==> src/rtl/tkpc_pkg.sv <==
// constants and state layout for the timekeeper prescaler and pin control
package tkpc_pkg;
    // ************************************************************
    // divider figures
    // ************************************************************
    localparam int unsigned OSC_HZ        = 4096;
    localparam int unsigned TICK_HZ       = 100;
    localparam int unsigned ALIGN_MS      = 250;
    localparam int unsigned ALIGN_PERIODS = ALIGN_MS * TICK_HZ / 1000;
    localparam logic [5:0]  DIV_LONG      = 6'h29;
    localparam logic [5:0]  DIV_SHORT     = 6'h28;
    localparam logic [4:0]  LONG_PERIODS  = 5'h18;
    localparam logic [5:0]  DIV_ZERO      = 6'h00;
    localparam logic [5:0]  DIV_STEP      = 6'h01;
    localparam logic [4:0]  PER_ZERO      = 5'h00;
    localparam logic [4:0]  PER_STEP      = 5'h01;

    // ************************************************************
    // user ram wipe range
    // ************************************************************
    localparam logic [5:0]  USER_RAM_FIRST = 6'h0e;
    localparam logic [5:0]  USER_RAM_LAST  = 6'h3f;
    localparam logic [5:0]  ADDR_STEP      = 6'h01;
    localparam logic [7:0]  WIPE_DATA      = 8'hff;

    // ************************************************************
    // state of the block
    // ************************************************************
    typedef struct packed {
        logic [2:0] osc_sync;
        logic       osc_level;
        logic [2:0] wipe_sync;
        logic       wipe_n_level;
        logic [2:0] pf_sync;
        logic       pf_level;
        logic [2:0] bat_sync;
        logic       bat_level;
        logic [5:0] div_cnt;
        logic [4:0] period_cnt;
        logic       tick;
        logic       sq_half;
        logic       sq_level;
        logic       wipe_we;
        logic [5:0] wipe_addr;
    } tkpc_state_t;

    localparam tkpc_state_t STATE_RESET = '{
        osc_sync: 3'h0, osc_level: 1'b0, wipe_sync: 3'h7, wipe_n_level: 1'b1,
        pf_sync: 3'h7, pf_level: 1'b1, bat_sync: 3'h0, bat_level: 1'b0,
        div_cnt: 6'h00, period_cnt: 5'h00, tick: 1'b0, sq_half: 1'b0,
        sq_level: 1'b0, wipe_we: 1'b0, wipe_addr: 6'h0e};
endpackage : tkpc_pkg

==> src/rtl/tkpc_top.sv <==
// hundredths prescaler, square wave, ram wipe, interrupt b and bus inhibit
`timescale 1ns/1ps
// What this block does
// - divide 4096Hz by 41 for 24 periods, then 40 once, tick each period
// - 25-period sequence repeats forever, aligned every 250ms, 100Hz average
// - held low wipe input writes all ones into every user ram byte
// - wipe touches user ram bytes only, never time, alarm or watchdog
// - wipe acts only when input low while on backup with main supply absent
// - interrupt b follows polarity select: 1 sources high only above trip level, 0 sinks low
// - square wave driven in normal power, high impedance below trip level
// - below trip level on backup, ignore bus cycles and never drive data
// - divider and timekeeping keep running while bus access is inhibited
// - square wave control 0 gives 1024Hz output, 1 gives high impedance
// - polarity select is command bit 5, 1 sources, 0 sinks
module tkpc_top
    import tkpc_pkg::*;
(
    input  wire logic       clk_sys_i,
    input  wire logic       reset_n_i,
    input  wire logic       osc_4096_i,
    input  wire logic       power_fail_i,
    input  wire logic       backup_supply_in_i,
    input  wire logic       user_ram_wipe_n_i,
    input  wire logic       sqw_disable_i,
    input  wire logic       int_b_polarity_sel_i,
    input  wire logic       int_b_active_i,
    input  wire logic       bus_ce_n_i,
    input  wire logic       bus_oe_n_i,
    input  wire logic       bus_we_n_i,
    output logic            hundredths_tick_o,
    output logic            square_wave_out_o,
    output logic            square_wave_out_oe_o,
    output logic            interrupt_out_b_o,
    output logic            interrupt_out_b_oe_o,
    output logic            bus_read_en_o,
    output logic            bus_write_en_o,
    output logic            bus_data_lines_oe_o,
    output logic            user_ram_wipe_we_o,
    output logic [5:0]      user_ram_wipe_addr_o,
    output logic [7:0]      user_ram_wipe_data_o
);
    // ************************************************************
    // state registers
    // ************************************************************
    tkpc_state_t st_reg;
    tkpc_state_t st_next;
    logic        osc_rise;
    logic [5:0]  div_limit;
    logic        wipe_arm;
    logic        bus_ok;

    // agreed rising edge of the oscillator input
    assign osc_rise  = (st_reg.osc_sync[1] == st_reg.osc_sync[2]) && st_reg.osc_sync[1] && !st_reg.osc_level;
    assign div_limit = (st_reg.period_cnt == LONG_PERIODS) ? DIV_SHORT : DIV_LONG;
    assign wipe_arm  = !st_reg.wipe_n_level && st_reg.pf_level && st_reg.bat_level;
    assign bus_ok    = !st_reg.pf_level;

    always_comb begin
        st_next = st_reg;
        st_next.tick = 1'b0;
        // three-stage pin synchronisers
        st_next.osc_sync  = {st_reg.osc_sync[1:0], osc_4096_i};
        st_next.wipe_sync = {st_reg.wipe_sync[1:0], user_ram_wipe_n_i};
        st_next.pf_sync   = {st_reg.pf_sync[1:0], power_fail_i};
        st_next.bat_sync  = {st_reg.bat_sync[1:0], backup_supply_in_i};
        if (st_reg.osc_sync[1] == st_reg.osc_sync[2]) begin
            st_next.osc_level = st_reg.osc_sync[1];
        end
        if (st_reg.wipe_sync[1] == st_reg.wipe_sync[2]) begin
            st_next.wipe_n_level = st_reg.wipe_sync[1];
        end
        if (st_reg.pf_sync[1] == st_reg.pf_sync[2]) begin
            st_next.pf_level = st_reg.pf_sync[1];
        end
        if (st_reg.bat_sync[1] == st_reg.bat_sync[2]) begin
            st_next.bat_level = st_reg.bat_sync[1];
        end
        // fractional divider, advances only on oscillator edges
        if (osc_rise) begin
            st_next.sq_half = !st_reg.sq_half;
            if (st_reg.sq_half) begin
                st_next.sq_level = !st_reg.sq_level;
            end
            if (st_reg.div_cnt == div_limit - DIV_STEP) begin
                st_next.div_cnt = DIV_ZERO;
                st_next.tick    = 1'b1;
                if (st_reg.period_cnt == LONG_PERIODS) begin
                    st_next.period_cnt = PER_ZERO;
                end else begin
                    st_next.period_cnt = st_reg.period_cnt + PER_STEP;
                end
            end else begin
                st_next.div_cnt = st_reg.div_cnt + DIV_STEP;
            end
        end
        // user ram wipe walker
        st_next.wipe_we = wipe_arm;
        if (st_reg.wipe_we) begin
            if (st_reg.wipe_addr == USER_RAM_LAST) begin
                st_next.wipe_addr = USER_RAM_FIRST;
            end else begin
                st_next.wipe_addr = st_reg.wipe_addr + ADDR_STEP;
            end
        end
        if (!wipe_arm) begin
            st_next.wipe_addr = USER_RAM_FIRST;
        end
    end

    always_ff @(posedge clk_sys_i or negedge reset_n_i) begin
        if (!reset_n_i) begin
            st_reg <= STATE_RESET;
        end else begin
            st_reg <= st_next;
        end
    end

    // ************************************************************
    // outputs
    // ************************************************************
    assign hundredths_tick_o    = st_reg.tick;
    assign square_wave_out_o    = st_reg.sq_level;
    assign square_wave_out_oe_o = !st_reg.pf_level && !sqw_disable_i;
    // b sinks low or sources high by polarity: drive the active level only while active
    assign interrupt_out_b_o    = int_b_polarity_sel_i;
    assign interrupt_out_b_oe_o = int_b_active_i && !(int_b_polarity_sel_i && st_reg.pf_level);
    assign bus_read_en_o        = bus_ok && !bus_ce_n_i && !bus_oe_n_i && bus_we_n_i;
    assign bus_write_en_o       = bus_ok && !bus_ce_n_i && !bus_we_n_i;
    assign bus_data_lines_oe_o  = bus_read_en_o;
    assign user_ram_wipe_we_o   = st_reg.wipe_we;
    assign user_ram_wipe_addr_o = st_reg.wipe_addr;
    assign user_ram_wipe_data_o = WIPE_DATA;
endmodule : tkpc_top

==> config.mk <==
export PLATFORM = sky130hd
export DESIGN_NAME = tkpc_top
export DESIGN_NICKNAME = d
export VERILOG_FILES = /design/src/rtl/tkpc_pkg.sv /design/src/rtl/tkpc_top.sv
export SDC_FILE = /design/constraint.sdc
export NUM_CORES = 1
export LEC_CHECK = 0
export ABC_AREA = 1
export ABC_CLOCK_PERIOD_IN_PS = 1450
export BUFFER_PORTS_ARGS = -buffer_cell sky130_fd_sc_hd__buf_4
export CORE_UTILIZATION = 54
export CTS_CLUSTER_DIAMETER = 120
export CTS_CLUSTER_SIZE = 24
export DETAILED_ROUTE_END_ITERATION = 10
export PLACE_DENSITY = 0.78
export SYNTH_ARGS = -nofsm -noshare
export SYNTH_HDL_FRONTEND = slang
export SYNTH_SLANG_ARGS = --single-unit
==> constraint.sdc <==
create_clock -name clk_sys_i -period 1.45 [get_ports clk_sys_i]
set_input_delay 0.2175 -clock clk_sys_i [delete_from_list [all_inputs] [get_ports clk_sys_i]]
set_output_delay 0.2175 -clock clk_sys_i [all_outputs]
set_load 0.05 [all_outputs]
# Yosys cells after proc, flatten, opt, wreduce, memory -nomap -nowiden
# Cells that the tools add are included.
[word_totals]
word_cells = 59
output_inout_bits = 23
reg_bits = 37
input_bits = 12
[classes]
eq_ne = 8
n_addsub = 4
reduce_logical = 23
mux = 9
[op_table]
columns = ["op", "n"]
rows = [
  ["$mux 6", 4],
  ["$add 6x1->6 const B", 2],
  ["$logic_and 1x1->1", 11],
  ["$logic_not 1->1", 10],
  ["$eq 6x6->1", 1],
  ["$eq 6x6->1 const B", 1],
  ["$sub 6x1->6 const B", 1],
  ["$add 5x1->5 const B", 1],
  ["$eq 5x5->1 const B", 1],
  ["$mux 5", 1],
  ["$eq 1x1->1", 4],
  ["$reduce_and 2->1", 2],
  ["$mux 1", 3],
  ["$mux 3", 1],
  ["$ne 2x2->1 const B", 1],
]

# Logic depth before layout (Yosys ltp)
[logic_depth]
word_depth = 6
depth_mapped = 10
ltp_nobuf = 10

# Worst setup path before layout
# OpenSTA, ideal clock, no wires.
[synth_path]
path_kind = "register to output"
from = "reg st_reg[25] in the netlist's numbering"
to = "out bus_read_en_o"
slack_ns = -1.023
t_arrival_ns = 2.255
t_required_ns = 1.233
n_path_buf = 1
stages_incl_launch_ff = 4
cell_sequence = "dfstp_2 -> or2_2 -> nor3b_1 -> buf_4"
[synth_via]
elab_chain_len = 4
[synth_rtl]
columns = ["element", "line_no", "text"]
rows = [
  ["start: declaration", "tkpc_top.sv:45", "tkpc_state_t st_reg;"],
  ["start signal: assignment", "tkpc_top.sv:114", "st_reg <= st_next;"],
  ["$logic_not 1->1", "tkpc_top.sv:56", "assign bus_ok = !st_reg.pf_level;"],
  ["$logic_and 1x1->1 (3 in a row)", "tkpc_top.sv:127", "assign bus_read_en_o = bus_ok && !bus_ce_n_i && !bus_oe_n_i && bus_we_n_i;"],
  ["end: declaration", "tkpc_top.sv:35", "output logic bus_read_en_o,"],
]
# No other way between the ends.

# Final worst setup path
# Same ends and word-level chain as after synthesis.

==> results.cfg <==
[status]
run_status = complete, but fails checks
violations = setup timing

[worst_setup_path]
cp_data_arrival_time_ns = 1.34
path_max_fanout = 2
endpoint_kind = output pin
required_ns = 1.23
slowest_stage = dfstp_2
crit_type = register to output pin
cp_cell_sequence = or2_4 > nor3b_4 > buf_6
cp-start-kind = register
critical-path-top-delay-family = simple AND/OR/NAND/NOR gates
slowest_delay_ns = 0.38
critPathBufInv = 1

[power_and_ir_drop]
power_density_nw_per_um2 = 1130
peakVddDrop_mv = 0.875
p_leak_nw = 1.09
power_mw = 2.54

[layout]
fin_area_sq_um = 2240
layout-drive-gt1-share = 0.362
largest_reg_flops = 20
fin_nets = 240
fin_cells = 268
area_growth_pct = 27.4
fillers = 222
num_antenna_cells = 0

[clocking]
cts.sink_count = 37
cts_tree = yes
cts_buffers = 5
root_buffer = clkbuf_4
cts_buffer_depth = 2
htreeDepth = 2
insertion_delay_ns = 0.33
path_clk_slew_ns = 0.10

[job]
cap_viol_max_count = 0

[floorplan]
dieHeight_microns = 59.0
dieArea_sq_um = 3480
placementRows = 20
die_x_microns = 59.0
core_sq_um = 3080
ios = 35
initial_core_util = 0.570

[grt]
grt_pass1_wl_mm = 4.89
grt_pass1_vias = 1155
antenna_found_initial = 0
grt.overflow.total = 0
grt_max_degree = 38
track_usage = 0.190

[logic_synthesis]
synth_warnings = 0
synth_edf_count = 0
avgSynthCellArea_sq_um = 9.34
ys_types = 28
ys.flop_type = dfrtp_1
ys_seq_area_frac = 0.535
ys_ff_latch = 37
synth_area_leaders = dfrtp_1 (37%), dfstp_2 (16%), nand2_1 (9.0%), buf_4 (6.8%), nand3_1 (4.8%)
netlist_instances = 188
async_reset_ff_frac = 1.00
netlist.area_leader.share = 0.371
syn_area_sq_um = 1760
synth_top_area_cell = dfrtp_1

[routing]
dr.first_iter.drc_count = 64
dr.pass1.iters = 6
drc = 0
post_drt_wl_per_cell_microns = 11.2
wirelength_mm = 3.01
route.vias.total = 1296
vias_per_cell = 4.84
postRouteAntennaNets = 0

[timing]
period_share = 1.08
whs_ns = 0.357
fin_ws_ns = -0.112
slew_viol_final = 0
rsz0062_at_grt = true
setup_violations = 7
hold_viol = 0
finClkSkew_ns = 0.0129
max_freq_mhz = 640
period_needed_ns = 1.56

[placement]
place_ws_ns = 0.0264
gp_congestion = 0.786
placedCellCount = 251
dp_hpwl_mm = 2.04
port_buffers = 26
placed_area_sq_um = 1940

[worst_hold_path]
hold_class = register to register
kinds of logic after synthesis:
group,synth area share
xor gates and xnor gates,0.0250
other,0.00214
AOI/OAI and AO/OA,0.0257
buffers and inverters,0.107
adders and majority gates,0.0527
and+or+nand+nor,0.252
DFF,0.535
cell type report:
cell class	count	area (sq um)	area share
timing repair buffer	37	305	0.137
multi-input combinational	124	778	0.348
tap	44	55.1	0.0246
clock buffer	7	55.1	0.0246
inverter	18	72.6	0.0325
sequential	37	940	0.420
clock inverter	1	30.0	0.0134
worst paths after layout:
| check | start | to | slack, ns | cells past startpoint |
|---|---|---|---|---|
| max in group asynchronous | reset_n_i | st_next[27]$_DFF_PN1_ | 0.71 | 2 |
| min | st_next[27]$_DFF_PN1_ | st_next[28]$_DFF_PN1_ | 0.36 | 0 |
| max | st_reg[25]$_DFFE_PN1N_ | bus_read_en_o | -0.11 | 3 |
| min reg2reg | st_next[27]$_DFF_PN1_ | st_next[28]$_DFF_PN1_ | 0.36 | 0 |
| max reg2reg | st_reg[11]$_DFFE_PN0P_ | st_reg[14]$_DFFE_PN0P_ | -0.03 | 10 |
| min in group asynchronous | reset_n_i | user_ram_wipe_addr_o[0]$_DFFE_PN0P_ | 0.38 | 2 |
cells in the final DEF (no fill, tap or decap), types with 4 or more instances in the layout:
cell	instances
nor2_4	5
nand2_2	4
dfrtp_1	26
dlygate4sd3_1	5
clkbuf_4	5
nand2_1	39
dfstp_2	11
inv_1	14
nand3_1	11
nor2_1	15
nand3_2	7
buf_6	4
conb_1	8
buf_4	28
synth_stat cells, drive strengths merged (4+ instances only):
cell type  instances
dfstp             11
nor2              22
inv               18
nand2             46
dfrtp             26
nand3             18
buf               16
nand4              4
ha                 5
timing repair:
action / CTS / global route
buffers inserted: 1 / 3
cloned: 0 / 0
setup endpoints to repair: 4 / 20
endpoints found under the hold margin: 30 / 0
gates resized for setup: 5 / 27
pin swaps: 2 / 7
hold buffers: 5 / 0
metal layers:
layer / vias up / global-route usage / part of all wire
met1: 619 / 0.238 / 0.43
li1: 642 / - / -
met4: 0 / 0.0510 / 0.0050
met5: - / 0 / 0
met3: 2 / 0.0655 / 0.047
met2: 33 / 0.315 / 0.52
power breakdown:
part | switching [mW] | internal, mW
Clock | 0.306 | 0.412
Sequential | 0.111 | 1.16
Combinational | 0.343 | 0.199
Total | 0.760 | 1.78
metrics by stage:
| stage | setup TNS [ns] | util |
|---|---|---|
| floorplan | -0.353 | - |
| global placement | 0 | 0.630 |
| detailed placement | 0 | 0.630 |
| CTS | -0.248 | 0.683 |
| global route | -1.11 | 0.726 |
| finish | -0.370 | 0.726 |
No activity file was read; power rests on OpenSTA's default activity.
